**config.mk**
```make
export PLATFORM = sky130hd
export DESIGN_NAME = mfc_core
export DESIGN_NICKNAME = d
export VERILOG_FILES = /design/src/mfc_pkg.sv /design/src/mfc_core.sv
export SDC_FILE = /design/constraint.sdc
export NUM_CORES = 1
export LEC_CHECK = 0
export ABC_AREA = 1
export BUFFER_PORTS_ARGS = -buffer_cell sky130_fd_sc_hd__buf_2
export CORE_ASPECT_RATIO = 2
export CORE_MARGIN = 3
export CORE_UTILIZATION = 24
export DETAILED_ROUTE_END_ITERATION = 8
export PLACE_DENSITY = 0.38
export REMOVE_ABC_BUFFERS = 1
export SETUP_SLACK_MARGIN = 0.2
export SKIP_CTS_REPAIR_TIMING = 1
export SLEW_MARGIN = 20
export SYNTH_ARGS = -nofsm -noshare
export SYNTH_HDL_FRONTEND = slang
export SYNTH_SLANG_ARGS = --single-unit
```
**constraint.sdc**
```tcl
create_clock -name i_core_clk -period 5.76 [get_ports i_core_clk]
set_input_delay 0.288 -clock i_core_clk [delete_from_list [all_inputs] [get_ports i_core_clk]]
set_output_delay 0.288 -clock i_core_clk [all_outputs]
set_load 0.005 [all_outputs]
```
**src/mfc_pkg.sv**
```systemverilog
`default_nettype none
package mfc_pkg;
   // ==========================================
   // Types
   typedef enum logic [2:0] {
      MFC_FREQ, MFC_PERIOD, MFC_RATIO, MFC_INTERVAL, MFC_UNIT, MFC_OSC
   } mfc_func_t;
   typedef enum logic {MFC_ARM, MFC_GATE} mfc_state_t;

   // ==========================================
   // Timing
   localparam int CLK_PERIOD_NS   = 20;
   // Eight digits scanned at 500 Hz
   localparam int DIGIT_PERIOD_NS = 250000;
   localparam int DIGIT_CYCLES    = DIGIT_PERIOD_NS / CLK_PERIOD_NS;
   // Cycles before strobe end where selections are sampled
   localparam int SAMPLE_LEAD     = 2;
   localparam int PRESCALE_10M    = 100000;
   localparam int PRESCALE_1M     = 10000;

   // ==========================================
   // Digit positions, digit one is bit 0
   localparam int NDIG            = 8;
   localparam int FUNC_FREQ_DIG   = 0;
   localparam int FUNC_RATIO_DIG  = 1;
   localparam int FUNC_OSC_DIG    = 2;
   localparam int FUNC_UNIT_DIG   = 3;
   localparam int FUNC_INT_DIG    = 4;
   localparam int FUNC_PER_DIG    = 7;
   localparam int CTRL_EXTOSC_DIG = 0;
   localparam int CTRL_1M_DIG     = 1;
   localparam int CTRL_XDP_DIG    = 2;
   localparam int CTRL_OFF_DIG    = 3;
   localparam int CTRL_TEST_DIG   = 7;
   localparam int OVF_DIG         = 7;

   // ==========================================
   // Counter and reset values
   localparam int        RESULT_W   = 27;
   localparam logic [26:0] RESULT_MAX = 27'h5F5E0FF;
   localparam logic [26:0] RESULT_RST = 27'h0000000;
   localparam logic [1:0]  RANGE_RST  = 2'h0;
   localparam logic [7:0]  STROBE_RST = 8'h01;

   // Reference division per range: 1, 10, 100, 1000
   function automatic logic [9:0] ref_limit(input logic [1:0] rng);
      case (rng)
         2'h0:    ref_limit = 10'h001;
         2'h1:    ref_limit = 10'h00A;
         2'h2:    ref_limit = 10'h064;
         default: ref_limit = 10'h3E8;
      endcase
   endfunction
endpackage
`default_nettype wire

```
**src/mfc_core.sv**
```systemverilog
// Summary of operation
// RULE1 - Only falling transitions of inputs A and B are counted or timed.
// RULE2 - Selections come from multiplexed inputs, meaning set by wired digit strobe.
// RULE3 - Outside wiring holds selections stable over second half of each strobe.
// RULE4 - A selection input low during a strobe means that digit is selected.
// RULE5 - Function: digit 1 freq, 8 period, 2 ratio, 5 interval, 4 unit, 3 osc.
// RULE6 - Range: digits 1 to 4 select windows of 1, 10, 100, 1000 references.
// RULE7 - Control: 4+hold off, 8 test, 2 one MHz, 1 ext osc, 3 ext dp.
// RULE8 - External dp lights the decimal point on digits sensed on its input.
// RULE9 - Main and reference sources are routed according to the function.
// RULE10 - Reference divides by 1/10/100/1000 and its output bounds the main window.
// RULE11 - Frequency counts A over a timebase gate of 0.01 to 10 s.
// RULE12 - Frequency decimal point placed for a kilohertz reading.
// RULE13 - Period counts timebase over 1 to 1000 periods of A.
// RULE14 - Ratio counts A over 1 to 1000 periods of B.
// RULE15 - Interval counts timebase from A falling to next B falling.
// RULE16 - Interval accumulates 10, 100 or 1000 A-B sequences before update.
// RULE17 - Unit mode counts A continuously and shows the running count.
// RULE18 - Oscillator mode measures the own timebase as a frequency.
// RULE19 - Window end latches main count for display, clears it, restarts.
// RULE20 - Function change aborts measurement, keeps display, starts anew.
// RULE21 - Range change outside unit mode aborts without display update.
// RULE22 - Hold stops and clears counting, or in unit mode only freezes display.
// RULE23 - Reset clears counter, stops measurement, display shows zero.
// RULE24 - One MHz select divides timebase by ten thousand for 100 Hz.
// RULE25 - A and B are synchronised and falling edges give single pulses.
// RULE26 - Selections sampled near strobe end, applied once per full scan.
`timescale 1ns/1ns
`default_nettype none
module mfc_core #(
   parameter int DIGIT_CYCLES = mfc_pkg::DIGIT_CYCLES,
   parameter int PRESCALE_10M = mfc_pkg::PRESCALE_10M,
   parameter int PRESCALE_1M  = mfc_pkg::PRESCALE_1M
) (
   // Clock and reset
   input  wire logic        i_core_clk,
   input  wire logic        i_rst_n,
   // Measurement inputs
   input  wire logic        i_in_a,
   input  wire logic        i_in_b,
   input  wire logic        i_ext_osc,
   input  wire logic        i_hold,
   // Multiplexed selections, active low
   input  wire logic        i_func_sel_n,
   input  wire logic        i_range_sel_n,
   input  wire logic        i_ctrl_sel_n,
   input  wire logic        i_ext_dp_sel_n,
   // Scan and result
   output logic [7:0]       o_digit_strobe,
   output logic [26:0]      o_result,
   output logic             o_overflow,
   output logic [7:0]       o_dp,
   output logic             o_display_on,
   output logic             o_display_test,
   output logic             o_measuring
);
   localparam int DW = $clog2(DIGIT_CYCLES);
   localparam int PW = $clog2(PRESCALE_10M);

   logic [DW-1:0]        dig_cnt_q;
   logic [2:0]           digit_q;
   logic [7:0]           sh_func_q, sh_range_q, sh_ctrl_q, sh_xdp_q;
   mfc_pkg::mfc_func_t   func_q, func_d;
   logic [1:0]           range_q, range_d;
   logic                 mhz1_q, extosc_q, xdp_q, test_q, off_q;
   logic [7:0]           xdp_dig_q;
   logic [2:0]           s1_q, s2_q, s3_q;
   logic [2:0]           fall_w;
   logic                 osc_tick, tick100;
   logic [PW-1:0]        presc_q;
   mfc_pkg::mfc_state_t  state_q;
   logic [9:0]           ref_cnt_q;
   logic [26:0]          main_q;
   logic                 ovf_q;
   logic [26:0]          main_inc;
   logic                 cnt_en, ovf_inc;
   logic                 sample_w, commit_w, abort_w, restart_w, done_w;
   logic                 start_evt, ref_evt, main_evt;
   logic [3:0]           dp_idx;
   logic [7:0]           dp_d;

   // ==========================================
   // Digit scan
   assign sample_w = dig_cnt_q == DW'(DIGIT_CYCLES - 1 - mfc_pkg::SAMPLE_LEAD);
   assign commit_w = dig_cnt_q == DW'(DIGIT_CYCLES - 1) && digit_q == 3'(mfc_pkg::NDIG - 1);

   always_ff @(posedge i_core_clk or negedge i_rst_n)
   begin
      if (!i_rst_n)
      begin
         dig_cnt_q      <= '0;
         digit_q        <= '0;
         o_digit_strobe <= mfc_pkg::STROBE_RST;
      end
      else if (dig_cnt_q == DW'(DIGIT_CYCLES - 1))
      begin
         dig_cnt_q      <= '0;
         digit_q        <= digit_q + 3'h1;
         o_digit_strobe <= {o_digit_strobe[6:0], o_digit_strobe[7]};
      end
      else
         dig_cnt_q <= dig_cnt_q + DW'(1);
   end

   // RULE3 sample late in strobe
   // Sampling two cycles before the strobe ends keeps clear of the settling first half.
   always_ff @(posedge i_core_clk or negedge i_rst_n)
   begin
      if (!i_rst_n)
      begin
         sh_func_q  <= '0;
         sh_range_q <= '0;
         sh_ctrl_q  <= '0;
         sh_xdp_q   <= '0;
      end
      else if (sample_w)
      begin
         // RULE4 low means selected
         sh_func_q[digit_q]  <= !i_func_sel_n;
         sh_range_q[digit_q] <= !i_range_sel_n;
         sh_ctrl_q[digit_q]  <= !i_ctrl_sel_n;
         sh_xdp_q[digit_q]   <= !i_ext_dp_sel_n;
      end
   end

   // RULE5 function decode
   always_comb
   begin
      func_d = func_q;
      if (sh_func_q[mfc_pkg::FUNC_FREQ_DIG])       func_d = mfc_pkg::MFC_FREQ;
      else if (sh_func_q[mfc_pkg::FUNC_PER_DIG])   func_d = mfc_pkg::MFC_PERIOD;
      else if (sh_func_q[mfc_pkg::FUNC_RATIO_DIG]) func_d = mfc_pkg::MFC_RATIO;
      else if (sh_func_q[mfc_pkg::FUNC_INT_DIG])   func_d = mfc_pkg::MFC_INTERVAL;
      else if (sh_func_q[mfc_pkg::FUNC_UNIT_DIG])  func_d = mfc_pkg::MFC_UNIT;
      else if (sh_func_q[mfc_pkg::FUNC_OSC_DIG])   func_d = mfc_pkg::MFC_OSC;
   end

   // RULE6 range decode
   always_comb
   begin
      range_d = range_q;
      if (sh_range_q[0])      range_d = 2'h0;
      else if (sh_range_q[1]) range_d = 2'h1;
      else if (sh_range_q[2]) range_d = 2'h2;
      else if (sh_range_q[3]) range_d = 2'h3;
   end

   // RULE2 RULE26 apply once per scan
   always_ff @(posedge i_core_clk or negedge i_rst_n)
   begin
      if (!i_rst_n)
      begin
         func_q    <= mfc_pkg::MFC_FREQ;
         range_q   <= mfc_pkg::RANGE_RST;
         mhz1_q    <= 1'b0;
         extosc_q  <= 1'b0;
         xdp_q     <= 1'b0;
         test_q    <= 1'b0;
         off_q     <= 1'b0;
         xdp_dig_q <= '0;
      end
      else if (commit_w)
      begin
         func_q    <= func_d;
         range_q   <= range_d;
         // RULE7 control decode
         mhz1_q    <= sh_ctrl_q[mfc_pkg::CTRL_1M_DIG];
         extosc_q  <= sh_ctrl_q[mfc_pkg::CTRL_EXTOSC_DIG];
         xdp_q     <= sh_ctrl_q[mfc_pkg::CTRL_XDP_DIG];
         test_q    <= sh_ctrl_q[mfc_pkg::CTRL_TEST_DIG];
         off_q     <= sh_ctrl_q[mfc_pkg::CTRL_OFF_DIG];
         xdp_dig_q <= sh_xdp_q;
      end
   end

   // ==========================================
   // Input edges and timebase
   // RULE25 sync and edge detect
   always_ff @(posedge i_core_clk or negedge i_rst_n)
   begin
      if (!i_rst_n)
      begin
         s1_q <= '0;
         s2_q <= '0;
         s3_q <= '0;
      end
      else
      begin
         s1_q <= {i_ext_osc, i_in_b, i_in_a};
         s2_q <= s1_q;
         s3_q <= s2_q;
      end
   end
   // RULE1 falling edges only
   assign fall_w   = s3_q & ~s2_q;
   // External timebase must be well below the core clock
   assign osc_tick = extosc_q ? fall_w[2] : 1'b1;

   // RULE24 prescaler length
   assign tick100 = osc_tick && presc_q == (mhz1_q ? PW'(PRESCALE_1M - 1) : PW'(PRESCALE_10M - 1));
   always_ff @(posedge i_core_clk or negedge i_rst_n)
   begin
      if (!i_rst_n)
         presc_q <= '0;
      else if (tick100)
         presc_q <= '0;
      else if (osc_tick)
         presc_q <= presc_q + PW'(1);
   end

   // ==========================================
   // Routing
   // RULE9 RULE11 RULE13 RULE14 RULE18 source routing
   always_comb
   begin
      start_evt = 1'b0;
      ref_evt   = 1'b0;
      main_evt  = osc_tick;
      case (func_q)
         mfc_pkg::MFC_FREQ, mfc_pkg::MFC_OSC:
         begin
            start_evt = tick100;
            ref_evt   = tick100;
            main_evt  = (func_q == mfc_pkg::MFC_FREQ) ? fall_w[0] : osc_tick;
         end
         mfc_pkg::MFC_PERIOD:
         begin
            start_evt = fall_w[0];
            ref_evt   = fall_w[0];
         end
         mfc_pkg::MFC_RATIO:
         begin
            start_evt = fall_w[1];
            ref_evt   = fall_w[1];
            main_evt  = fall_w[0];
         end
         // RULE15 A starts, B stops
         mfc_pkg::MFC_INTERVAL:
         begin
            start_evt = fall_w[0];
            ref_evt   = fall_w[1];
         end
         mfc_pkg::MFC_UNIT:
            main_evt = fall_w[0];
         default:
            main_evt = 1'b0;
      endcase
   end

   // ==========================================
   // Measurement sequencing
   // RULE20 RULE21 abort on function or range change
   assign abort_w   = commit_w && (func_d != func_q ||
                      (range_d != range_q && func_d != mfc_pkg::MFC_UNIT));
   // RULE22 hold restarts outside unit mode
   assign restart_w = abort_w || (i_hold && func_q != mfc_pkg::MFC_UNIT);
   // RULE10 window ends after N references
   assign done_w    = state_q == mfc_pkg::MFC_GATE && ref_evt &&
                      ref_cnt_q == mfc_pkg::ref_limit(range_q) - 10'h001;

   always_ff @(posedge i_core_clk or negedge i_rst_n)
   begin
      if (!i_rst_n)
      begin
         state_q   <= mfc_pkg::MFC_ARM;
         ref_cnt_q <= '0;
      end
      else if (restart_w || func_q == mfc_pkg::MFC_UNIT)
      begin
         state_q   <= mfc_pkg::MFC_ARM;
         ref_cnt_q <= '0;
      end
      else
         case (state_q)
            mfc_pkg::MFC_ARM:
               if (start_evt)
                  state_q <= mfc_pkg::MFC_GATE;
            mfc_pkg::MFC_GATE:
               if (done_w)
               begin
                  state_q   <= mfc_pkg::MFC_ARM;
                  ref_cnt_q <= '0;
               end
               else if (ref_evt)
               begin
                  ref_cnt_q <= ref_cnt_q + 10'h001;
                  // RULE16 rearm for next sequence
                  if (func_q == mfc_pkg::MFC_INTERVAL)
                     state_q <= mfc_pkg::MFC_ARM;
               end
            default:
               state_q <= mfc_pkg::MFC_ARM;
         endcase
   end

   // RULE23 RULE19 main counter
   // Saturating at the top keeps overflow sticky until the next window.
   // An event on the closing edge still belongs to the window, so no count is lost.
   // RULE17 unit always enabled
   assign cnt_en   = main_evt &&
                     (func_q == mfc_pkg::MFC_UNIT || state_q == mfc_pkg::MFC_GATE);
   assign main_inc = (cnt_en && main_q != mfc_pkg::RESULT_MAX) ? main_q + 27'h1 : main_q;
   assign ovf_inc  = ovf_q || (cnt_en && main_q == mfc_pkg::RESULT_MAX);

   always_ff @(posedge i_core_clk or negedge i_rst_n)
   begin
      if (!i_rst_n)
      begin
         main_q <= mfc_pkg::RESULT_RST;
         ovf_q  <= 1'b0;
      end
      else if (restart_w || done_w)
      begin
         main_q <= mfc_pkg::RESULT_RST;
         ovf_q  <= 1'b0;
      end
      else
      begin
         main_q <= main_inc;
         ovf_q  <= ovf_inc;
      end
   end

   // RULE19 RULE22 display latches
   always_ff @(posedge i_core_clk or negedge i_rst_n)
   begin
      if (!i_rst_n)
      begin
         o_result   <= mfc_pkg::RESULT_RST;
         o_overflow <= 1'b0;
      end
      else if (func_q == mfc_pkg::MFC_UNIT)
      begin
         if (!i_hold)
         begin
            o_result   <= main_q;
            o_overflow <= ovf_q;
         end
      end
      else if (done_w && !restart_w)
      begin
         o_result   <= main_inc;
         o_overflow <= ovf_inc;
      end
   end

   // ==========================================
   // Display qualifiers
   // RULE12 RULE24 decimal point placement
   always_comb
   begin
      case (func_q)
         mfc_pkg::MFC_RATIO: dp_idx = {2'h0, range_q};
         mfc_pkg::MFC_UNIT:  dp_idx = 4'h0;
         default:            dp_idx = {2'h0, range_q} + 4'h1;
      endcase
      if (mhz1_q && (func_q == mfc_pkg::MFC_PERIOD || func_q == mfc_pkg::MFC_INTERVAL))
         dp_idx = dp_idx - 4'h1;
      dp_d = 8'h01 << dp_idx;
      // RULE8 external decimal point
      if (xdp_q)
         dp_d = xdp_dig_q;
      dp_d[mfc_pkg::OVF_DIG] = dp_d[mfc_pkg::OVF_DIG] | o_overflow;
      if (test_q)
         dp_d = 8'hFF;
   end

   always_ff @(posedge i_core_clk or negedge i_rst_n)
   begin
      if (!i_rst_n)
      begin
         o_dp           <= 8'h00;
         o_display_on   <= 1'b1;
         o_display_test <= 1'b0;
         o_measuring    <= 1'b0;
      end
      else
      begin
         o_dp           <= dp_d;
         o_display_on   <= !(off_q && i_hold);
         o_display_test <= test_q && !(off_q && i_hold);
         o_measuring    <= state_q == mfc_pkg::MFC_GATE;
      end
   end

   // ==========================================
   // Checks
   scan_onehot_a: assert property (@(posedge i_core_clk) disable iff (!i_rst_n) // RULE2
      $onehot(o_digit_strobe)) else $error("digit strobe not one-hot");
   func_abort_a: assert property (@(posedge i_core_clk) disable iff (!i_rst_n) // RULE20
      abort_w && func_q != mfc_pkg::MFC_UNIT |=> main_q == 27'h0 && o_result == $past(o_result))
      else $error("function change did not abort cleanly");
   range_abort_a: assert property (@(posedge i_core_clk) disable iff (!i_rst_n) // RULE21
      commit_w && range_d != range_q && func_d != mfc_pkg::MFC_UNIT
      |=> state_q == mfc_pkg::MFC_ARM) else $error("range change did not rearm");
   hold_clear_a: assert property (@(posedge i_core_clk) disable iff (!i_rst_n) // RULE22
      i_hold && func_q != mfc_pkg::MFC_UNIT |=> main_q == 27'h0 ##1 !o_measuring)
      else $error("hold did not stop counting");
   unit_freeze_a: assert property (@(posedge i_core_clk) disable iff (!i_rst_n) // RULE22
      i_hold && func_q == mfc_pkg::MFC_UNIT && $past(i_hold) |-> $stable(o_result))
      else $error("unit display not frozen");
   latch_end_a: assert property (@(posedge i_core_clk) disable iff (!i_rst_n) // RULE19
      done_w && !restart_w |=> o_result == $past(main_inc) && main_q == 27'h0)
      else $error("window end did not latch");
   unit_count_a: assert property (@(posedge i_core_clk) disable iff (!i_rst_n) // RULE17
      func_q == mfc_pkg::MFC_UNIT && main_evt && !restart_w && main_q != mfc_pkg::RESULT_MAX
      |=> main_q == $past(main_q) + 27'h1) else $error("unit count missed");
   edge_single_a: assert property (@(posedge i_core_clk) disable iff (!i_rst_n) // RULE25
      fall_w[0] |=> !fall_w[0] ##1 !fall_w[0]) else $error("edge pulse repeated");
   freq_done_c: cover property (@(posedge i_core_clk) disable iff (!i_rst_n)
      done_w && func_q == mfc_pkg::MFC_FREQ);
   int_done_c: cover property (@(posedge i_core_clk) disable iff (!i_rst_n)
      done_w && func_q == mfc_pkg::MFC_INTERVAL && range_q != 2'h0);
   unit_hold_c: cover property (@(posedge i_core_clk) disable iff (!i_rst_n)
      func_q == mfc_pkg::MFC_UNIT && i_hold && main_evt);
   abort_c: cover property (@(posedge i_core_clk) disable iff (!i_rst_n)
      abort_w && state_q == mfc_pkg::MFC_GATE);
endmodule
`default_nettype wire

```
== Word level (Yosys, flattened, before mapping) ==
Cells that the tools add are included.

* Output and inout port bits: 47
* Register bits: 179

* Multiplexer cells: 49
* Bitwise logic cells: 4
* Shift operators: 1
* Reductions and logical operators: 40
* Magnitude comparators: 2
* Add/sub/neg operators: 8
* Eq/ne operators: 19

{| class="wikitable"
|+ Operators by type and width
! operator !! number
|-
| 2-to-1 mux 27 bit || 5
|-
| 2-to-1 mux 17 bit || 3
|-
| 2-to-1 mux 10 bit || 4
|-
| bitwise mux 8 bit || 4
|-
| case mux 10 bit (3 select lines) || 1
|-
| == test 14 bit, second input constant || 2
|-
| adder 27 x 1 -> 27 bit, second input constant || 1
|-
| == test 27 bit, second input constant || 1
|-
| inequality test 27 bit, second input constant || 1
|-
| 2-to-1 mux 3 bit || 6
|-
| adder 17 x 1 -> 17 bit, second input constant || 1
|-
| == test 17 bit || 1
|-
| 2-to-1 mux 8 bit || 2
|-
| logical AND 1 bit || 15
|-
| adder 14 x 1 -> 14 bit, second input constant || 1
|-
| 2-to-1 mux 14 bit || 1
|-
| 2-to-1 mux 1 bit || 12
|-
| adder 10 x 1 -> 10 bit, second input constant || 1
|-
| == test 10 bit || 1
|-
| subtractor 10 x 1 -> 10 bit, second input constant || 1
|-
| == test 3 bit, second input constant || 3
|-
| case mux 1 bit (3 select lines) || 3
|-
| 2-to-1 mux 2 bit || 4
|-
| OR reduction 2 bit || 4
|-
| other kinds (29) || 45
|}

== Longest topological paths before layout ==
Gate-level depths: netlist (run 1).

* Word-level depth: 15
* Gate-level depth with buffers: 15

== Least setup slack after synthesis (run 1) ==
OpenSTA, ideal clock, no wires.

* Path type: reg-to-reg
* Start: register range_q[0]
* End: register o_overflow
* Path slack: 3.739 ns
* Data required time: 5.643 ns
* Clock period less this slack: 2.021 ns
* Data arrival time: 1.905 ns
* Setup time: 0.117 ns
* Stages on the path, launching flop included: 14
* Path buffers: 2
* Cell sequence: dfrtp_1 > ha_1 > xnor2_1 > nand3_1 > nor2_1 > nand2_1 > nor2_4 > nand3_4 > clkinv_2 > nand3_4 > buf_6 > buf_6 > nand3_2 > nand2_1

* Word-level cells in the longest chain between the ends: 13
* Elaborated cells on any way between the ends: 20
* Those cells by class: add/sub (1); eq/ne (4); mux (5); reduce/logical (10)

{| class="wikitable"
|+ Ends and longest elaborated chain
! element !! RTL line !! source
|-
| from (decl) || mfc_core.sv:64 || <nowiki>logic [1:0] range_q, range_d;</nowiki>
|-
| from (signal assigned) || mfc_core.sv:154 || <nowiki>range_q <= mfc_pkg::RANGE_RST;</nowiki>
|-
| from (signal assigned) || mfc_core.sv:165 || <nowiki>range_q <= range_d;</nowiki>
|-
| parallel branches: the longest is 10 deep, another holds subtractor 10 x 1 -> 10 bit || -- ||
|-
| logical AND 1 bit * || mfc_core.sv:340 || <nowiki>else if (done_w && !restart_w)</nowiki>
|-
| nonzero test 2 bit (no source line) * || -- ||
|-
| AND reduction 2 bit (no source line) * || -- ||
|-
| to (signal assigned) || mfc_core.sv:337 || <nowiki>o_overflow <= ovf_q;</nowiki>
|-
| to (signal assigned) || mfc_core.sv:343 || <nowiki>o_overflow <= ovf_inc;</nowiki>
|-
| to (decl) || mfc_core.sv:51 || <nowiki>output logic o_overflow,</nowiki>
|}

Mark *: on every way between the ends.
A chain may end at the register's enable or synchronous reset.

== Worst setup path after layout (run 1) ==
* Start: register func_q[0]
* End: register o_result[13]

* Word-level cells in the longest chain between the ends: 15
* Elaborated cells on any way between the ends: 40
* Those cells by class: eq/ne (9); mux (12); reduce/logical (19)

{| class="wikitable"
|+ Ends and longest elaborated chain
! element !! RTL line !! source
|-
| from (decl) || mfc_core.sv:63 || <nowiki>mfc_pkg::mfc_func_t func_q, func_d;</nowiki>
|-
| from (signal assigned) || mfc_core.sv:153 || <nowiki>func_q <= mfc_pkg::MFC_FREQ;</nowiki>
|-
| from (signal assigned) || mfc_core.sv:164 || <nowiki>func_q <= func_d;</nowiki>
|-
| 2-to-1 mux 3 bit || mfc_core.sv:135 || <nowiki>else if (sh_func_q[mfc_pkg::FUNC_OSC_DIG]) func_d = mfc_pkg::MFC_OSC;</nowiki>
|-
| 2-to-1 mux 3 bit || mfc_core.sv:134 || <nowiki>else if (sh_func_q[mfc_pkg::FUNC_UNIT_DIG]) func_d = mfc_pkg::MFC_UNIT;</nowiki>
|-
| 2-to-1 mux 3 bit || mfc_core.sv:133 || <nowiki>else if (sh_func_q[mfc_pkg::FUNC_INT_DIG]) func_d = mfc_pkg::MFC_INTERVAL;</nowiki>
|-
| 2-to-1 mux 3 bit || mfc_core.sv:132 || <nowiki>else if (sh_func_q[mfc_pkg::FUNC_RATIO_DIG]) func_d = mfc_pkg::MFC_RATIO;</nowiki>
|-
| 2-to-1 mux 3 bit || mfc_core.sv:131 || <nowiki>else if (sh_func_q[mfc_pkg::FUNC_PER_DIG]) func_d = mfc_pkg::MFC_PERIOD;</nowiki>
|-
| 2-to-1 mux 3 bit || mfc_core.sv:130 || <nowiki>if (sh_func_q[mfc_pkg::FUNC_FREQ_DIG]) func_d = mfc_pkg::MFC_FREQ;</nowiki>
|-
| inequality test 3 bit || mfc_core.sv:254 || <nowiki>(range_d != range_q && func_d != mfc_pkg::MFC_UNIT));</nowiki>
|-
| logical AND 1 bit || mfc_core.sv:254 ||
|-
| logical OR 1 bit || mfc_core.sv:253 || <nowiki>assign abort_w = commit_w && (func_d != func_q ||</nowiki>
|-
| logical AND 1 bit || mfc_core.sv:253 ||
|-
| logical OR 1 bit || mfc_core.sv:256 || <nowiki>assign restart_w = abort_w || (i_hold && func_q != mfc_pkg::MFC_UNIT);</nowiki>
|-
| logical NOT 1 bit || mfc_core.sv:340 ||
|-
| logical AND 1 bit || mfc_core.sv:340 ||
|-
| nonzero test 2 bit (no source line) || -- ||
|-
| AND reduction 2 bit (no source line) || -- ||
|-
| to (signal assigned) || mfc_core.sv:329 || <nowiki>o_result <= mfc_pkg::RESULT_RST;</nowiki>
|-
| to (signal assigned) || mfc_core.sv:336 || <nowiki>o_result <= main_q;</nowiki>
|-
| to (signal assigned) || mfc_core.sv:342 || <nowiki>o_result <= main_inc;</nowiki>
|-
| to (decl) || mfc_core.sv:50 || <nowiki>output logic [26:0] o_result,</nowiki>
|}

Several ways; a longest one is shown, not always the timed one. The select of a mux whose other input is x is not followed.

==> flow_summary_export.csv, run 1 <==
group,metric,value,unit
outcome,status,"finished, final reports clean",
worst_hold_path,hold_class,"in -> reg",
timing,hold_violations,0,
die,core_area,38200,µm²
timing,slew_headroom,35.1,%
critical_path,cp-end-kind,"flop",
global_route,overflow,0,
cts,cts_made_buffers,17,
cts,h-tree-depth,4,
synth,async_reset_ff_share,100,%
timing,rsz0062_at_grt,"no",
synth,syn_avg_cell_area,7.63,µm²
cts,tritoncts,"built",
place,numPortBuffers,56,
global_route,grt_max_degree,86,
cts,root_buffer,"clkbuf_16",
die,die_area,41300,µm²
cts,cts_buffer_depth,2,
critical_path,path_max_fanout,54,
timing,period_share,57.6,%
critical_path,arrival,3.70,ns
detailed_routing,dr.pass1.iters,7,
global_route,antenna_found_initial,0,
cts,clock_latency,0.45,ns
cts,clkSlewWorstSetupHoldPaths,0.07,ns
timing,tightestPinTransition,0.971,ns
pwr,p_per_area,238,nW/µm²
cells_and_area,num-nets-final,1294,
synth,synth_enable_flop_cells,0,
pwr,peakVddDrop,0.162,mV
global_route,grt_pass1_wl,43400,µm
timing,setup_tns,0,ns
pwr,total_power,0.00256,W
cells_and_area,drive_gt1_share,13.5,%
die,die_w,145,µm
pwr,power.leakage,5.16,nW
detailed_routing,avgRoutedWirePerCell,14.9,µm
place,post-dp-hpwl,19700,µm
place,dp_worst_setup_slack,2.27,ns
detailed_routing,route.vias.total,7623,
detailed_routing,drtAntennaViolNets,0,
detailed_routing,vias_per_cell,4.24,
cells_and_area,multi_input_area,4300,µm²
cells_and_area,fill_cells,4290,
detailed_routing,drt-total-wl,26800,µm
die,num_rows,101,
synth,synthDistinctLibCells,46,
place,gp_congestion,0.861,
timing,slew_violations,0,
timing,skew,0.0159,ns
critical_path,required,6.14,ns
synth,synth.yosys.warnings,0,
die,io_pins,57,
timing,max_freq,301,MHz
cells_and_area,diodes,0,
cells_and_area,ff_latch_area,4260,µm²
cells_and_area,area_growth,15.6,%
die,initial_utilization,24.4,%
die,die_h,285,µm
critical_path,critPathKind,"reg -> reg",
synth,synth_top_flop_cell,"dfrtp_1",
timing,setup_viol,0,
detailed_routing,drcViolationCount,0,
synth,ys_ff_latch,170,
cts,cts.sinks,170,
global_route,first_global_vias,7723,
timing,period_needed,3.32,ns
timing,timing.hold.ws,0.0889,ns
detailed_routing,drt_iter0_drc,314,
synth,syn_area,9310,µm²
synth,ys_seq_area_share,45.7,%
synth,syn_inst,1220,
global_route,grt_usage,13.3,%
timing,setup_ws,2.44,ns
critical_path,start_kind,"flop",
run,maxCapViolations,0,
## sequential cells by signal, indices dropped and copies added, names as in the netlist, 4 cells and up
signal,cells
o_dp,8
o_result,27
sh_ctrl_q,5
presc_q,17
main_q,27
xdp_dig_q,8
ref_cnt_q,10
sh_xdp_q,8
o_digit_strobe,8
sh_func_q,6
dig_cnt_q,14
sh_range_q,4
## critical path: stages, from the launching register on
cell,delay (ns)
dfrtp_1,0.49
nor2_4,0.17
nand2_1,0.46
inv_2,0.57
or2_1,0.23
nand3_4,0.54
or2_1,0.46
nand2_1,0.07
nand2_1,0.05
nand2_1,0.08
nand2_1,0.05
nand2_1,0.06
## synth_stat cells, types with 3 or more instances
| master | number | area, µm² |
|---|---|---|
| nor2_4 | 5 | 56.3 |
| o21ai_2 | 11 | 96.3 |
| nand3_4 | 3 | 52.6 |
| nor3_1 | 17 | 85.1 |
| nand3_2 | 20 | 200 |
| buf_6 | 9 | 101 |
| nor3_2 | 6 | 60.1 |
| nor2_1 | 117 | 439 |
| nor2_2 | 6 | 37.5 |
| nand2_1 | 412 | 1550 |
| nand4_1 | 24 | 150 |
| o21ai_0 | 49 | 245 |
| a21oi_1 | 32 | 160 |
| xor2_1 | 21 | 184 |
| inv_2 | 10 | 37.5 |
| a31oi_1 | 5 | 31.3 |
| buf_1 | 6 | 22.5 |
| clkbuf_1 | 9 | 33.8 |
| nand3_1 | 54 | 270 |
| xnor2_1 | 12 | 105 |
| buf_4 | 3 | 22.5 |
| or2_1 | 3 | 18.8 |
| nor4_1 | 3 | 18.8 |
| dfrtp_1 | 168 | 4200 |
| nand2_2 | 13 | 81.3 |
| ha_1 | 14 | 175 |
| inv_1 | 132 | 495 |
| buf_2 | 6 | 30.0 |
| o21ai_1 | 29 | 145 |
## cell type report
cell class	instances	share of cell area, %
Multi-Input combinational cell	873	40.0
Sequential cell	170	39.5
Tap cell	515	5.99
Inverter	144	5.03
Clock buffer	17	3.95
Timing Repair Buffer	64	3.36
Clock inverter	15	2.13
## routing by layer
metal | track usage (%) | wire length, µm | vias to the layer above
li1 | - | - | 3950
met1 | 13.6 | 10400 | 3595
met2 | 26.9 | 15800 | 68
met3 | 2.09 | 353 | 10
met4 | 4.09 | 277 | 0
met5 | 0 | 0 | -
## path summary, 6_finish.rpt
check                      slack, ns           from  cells after the start             to
max                             2.44      func_q[0]                     11   o_result[13]
min                             0.09  i_range_sel_n                      2  sh_range_q[1]
max reg2reg                     2.44      func_q[0]                     11   o_result[13]
min reg2reg                     0.36        s1_q[1]                      0        s2_q[1]
max in group asynchronous       4.12        i_rst_n                      3   ref_cnt_q[3]
min in group asynchronous       0.45        i_rst_n                      2        o_dp[1]
## report_power, final
group / internal, W / switching [W]
combinational: 0.00000760 / 0.0000370
sequential: 0.00120 / 0.00000163
clock: 0.000746 / 0.000569
## metrics by stage
stage	cells	utilization [%]	cell area [µm²]
finish	1798	28.2	10800
global route	1798	28.2	10800
CTS	1793	28.1	10700
detailed placement	1761	26.4	10100
global placement	1761	26.4	10100
floorplan	1187	-	9100
## cells by family after synthesis
family / after synthesis / synth area share (%)
simple gates: 690 / 33.1
buf+inv: 177 / 8.08
flops: 170 / 45.7
compound gates: 136 / 8.10
xor+xnor: 33 / 3.10
fa+ha+maj: 14 / 1.88
## cells in the final DEF, fill, tap and decap left out, types with 12 or more instances in the layout
cell         n
nand2_1    411
dfrtp_1    168
inv_1      132
nor2_1     117
buf_2       55
nand3_1     54
o21ai_0     49
a21oi_1     32
o21ai_1     29
nand4_1     24
xor2_1      21
nand3_2     20
nor3_1      17
clkbuf_16   17
nand2_2     14
ha_1        14
xnor2_1     12
Note: power is estimated with default switching activity, not from simulation.
==> run 2, diff against run 1 <==
==> constraint.sdc (replaced) <==
create_clock -name i_core_clk -period 3.2 [get_ports i_core_clk]
set_input_delay 0.16 -clock i_core_clk [delete_from_list [all_inputs] [get_ports i_core_clk]]
set_output_delay 0.16 -clock i_core_clk [all_outputs]
set_load 0.005 [all_outputs]
==> run 2 against run 1 <==
Net effect:
- largest power group is now registers
- largest cell class unchanged
- non-clock buffer count increased by 12
- register-to-register slack got worse by 1.8 ns
- combinational power increased by 99%
- cell count increased by 0.67%
- count of clock-buffer cells in the layout unchanged
- clock power increased by 61%
==> flow_summary_export.csv, run 2 (synthesis results as in run 1) <==
group,metric,value,unit
outcome,status,"finished, final reports clean",
place,post-dp-hpwl,20400,µm
cts,tritoncts,"built",
timing,skew,0.0165,ns
critical_path,critPathKind,"reg -> reg",
critical_path,rrSetupSlack,0.66,ns
cells_and_area,diodes,0,
pwr,total_power,0.00435,W
timing,tightestPinTransition,0.679,ns
worst_hold_path,hold_class,"in -> reg",
worst_hold_path,min_path_cells,2,
die,die_area,41300,µm²
die,die_w,145,µm
timing,setup_viol,0,
timing,max_freq,394,MHz
global_route,grt_pass1_wl,44300,µm
cts,cts_buffer_depth,2,
detailed_routing,drtAntennaViolNets,0,
critical_path,arrival,2.92,ns
pwr,peakVddDrop,0.252,mV
global_route,antenna_found_initial,0,
cts,clock_latency,0.45,ns
detailed_routing,drcViolationCount,0,
die,initial_utilization,24.4,%
critical_path,cp-end-kind,"flop",
place,numPortBuffers,56,
cells_and_area,final_cell_mix,"411 x nand2_1, 168 x dfrtp_1, 132 x inv_1",
critical_path,required,3.59,ns
cells_and_area,num-nets-final,1306,
timing,rsz0062_at_grt,"no",
cts,clkSlewWorstSetupHoldPaths,0.07,ns
global_route,grt_usage,13.6,%
cells_and_area,final_common_cell,"nand2_1",
timing,slew_violations,0,
cells_and_area,largestRegisters,"main_q: 27 flops, o_result: 27 flops, presc_q: 17 flops",
timing,setup_tns,0,ns
critical_path,path_max_fanout,28,
place,gp_congestion,0.821,
cells_and_area,area_growth,16.2,%
critical_path,start_kind,"flop",
cells_and_area,final_cell_area,10800,µm²
detailed_routing,avgRoutedWirePerCell,15.1,µm
detailed_routing,route.vias.total,7765,
detailed_routing,drt_iter0_drc,335,
timing,hold_violations,0,
die,num_rows,101,
die,io_pins,57,
cts,h-tree-depth,4,
cts,root_buffer,"clkbuf_16",
global_route,first_global_vias,7970,
cells_and_area,drive_gt1_share,14.1,%
global_route,overflow,0,
pwr,p_per_area,402,nW/µm²
pwr,power.leakage,5.19,nW
global_route,grt_max_degree,75,
run,maxCapViolations,0,
timing,period_share,79.3,%
timing,period_needed,2.54,ns
die,die_h,285,µm
detailed_routing,dr.pass1.iters,4,
critical_path,reg2regPathDepth,11,
cts,cts_made_buffers,17,
die,core_area,38200,µm²
timing,slew_headroom,54.6,%
detailed_routing,vias_per_cell,4.29,
detailed_routing,drt-total-wl,27400,µm
cts,cts.sinks,170,
place,place_area,10200,µm²
[run 2: final cells by class]
cell class	count	area, µm²
Clock buffer	17	425
Clock inverter	15	159
Fill cell	4277	27300
Inverter	144	542
Multi-Input combinational cell	873	4300
Sequential cell	170	4260
Tap cell	515	644
Timing Repair Buffer	76	484
[run 2: critical path, stage by stage, from the launching register on]
cell and delay, ns:
dfrtp_1 0.52, ha_1 0.34, o21ai_1 0.11, a21oi_1 0.14, nand3b_1 0.13, nor2_4 0.16
nand3_4 0.16, clkinv_2 0.10, nand3_4 0.22, nand2_4 0.39, nand2_1 0.11, nand2_1 0.08
[run 2: per-stage QoR]
stage | cells | hold slack (ns) | util [%] | worst slack, ns
4_1_cts | 1802 | -0.247 | 28.1 | 0.598
3_5_place_dp | 1770 | 0.246 | 26.6 | 0.611
3_3_place_gp | 1770 | 0.249 | 26.6 | 0.688
6_report | 1810 | 0.00611 | 28.3 | 0.662
2_1_floorplan | 1187 | -0.136 | - | 0.0244
5_1_grt | 1810 | 0.00938 | 28.3 | 0.352
[run 2: routing by layer]
layer	wire [µm]	global-route usage (%)	vias to the layer above	part of all wire, %
met2	15800	27.2	102	58
met1	10300	13.7	3648	38
met3	577	2.14	34	2.1
met4	768	5.25	0	2.8
li1	-	-	3981	-
met5	0	0	-	0
[run 2: final timing paths]
path                                 from           end
setup / recovery               range_q[0]   o_result[2]
hold reg to reg                   s1_q[2]       s2_q[2]
hold / removal             i_ext_dp_sel_n   sh_xdp_q[6]
max in group asynchronous         i_rst_n  ref_cnt_q[3]
min in group asynchronous         i_rst_n   sh_xdp_q[4]
setup reg to reg               range_q[0]   o_result[2]
[run 2: power breakdown]
part            total, W  internal, W  switching [W]
registers        0.00216      0.00215     0.00000288
clock network    0.00211      0.00110        0.00100
logic          0.0000889    0.0000195      0.0000694
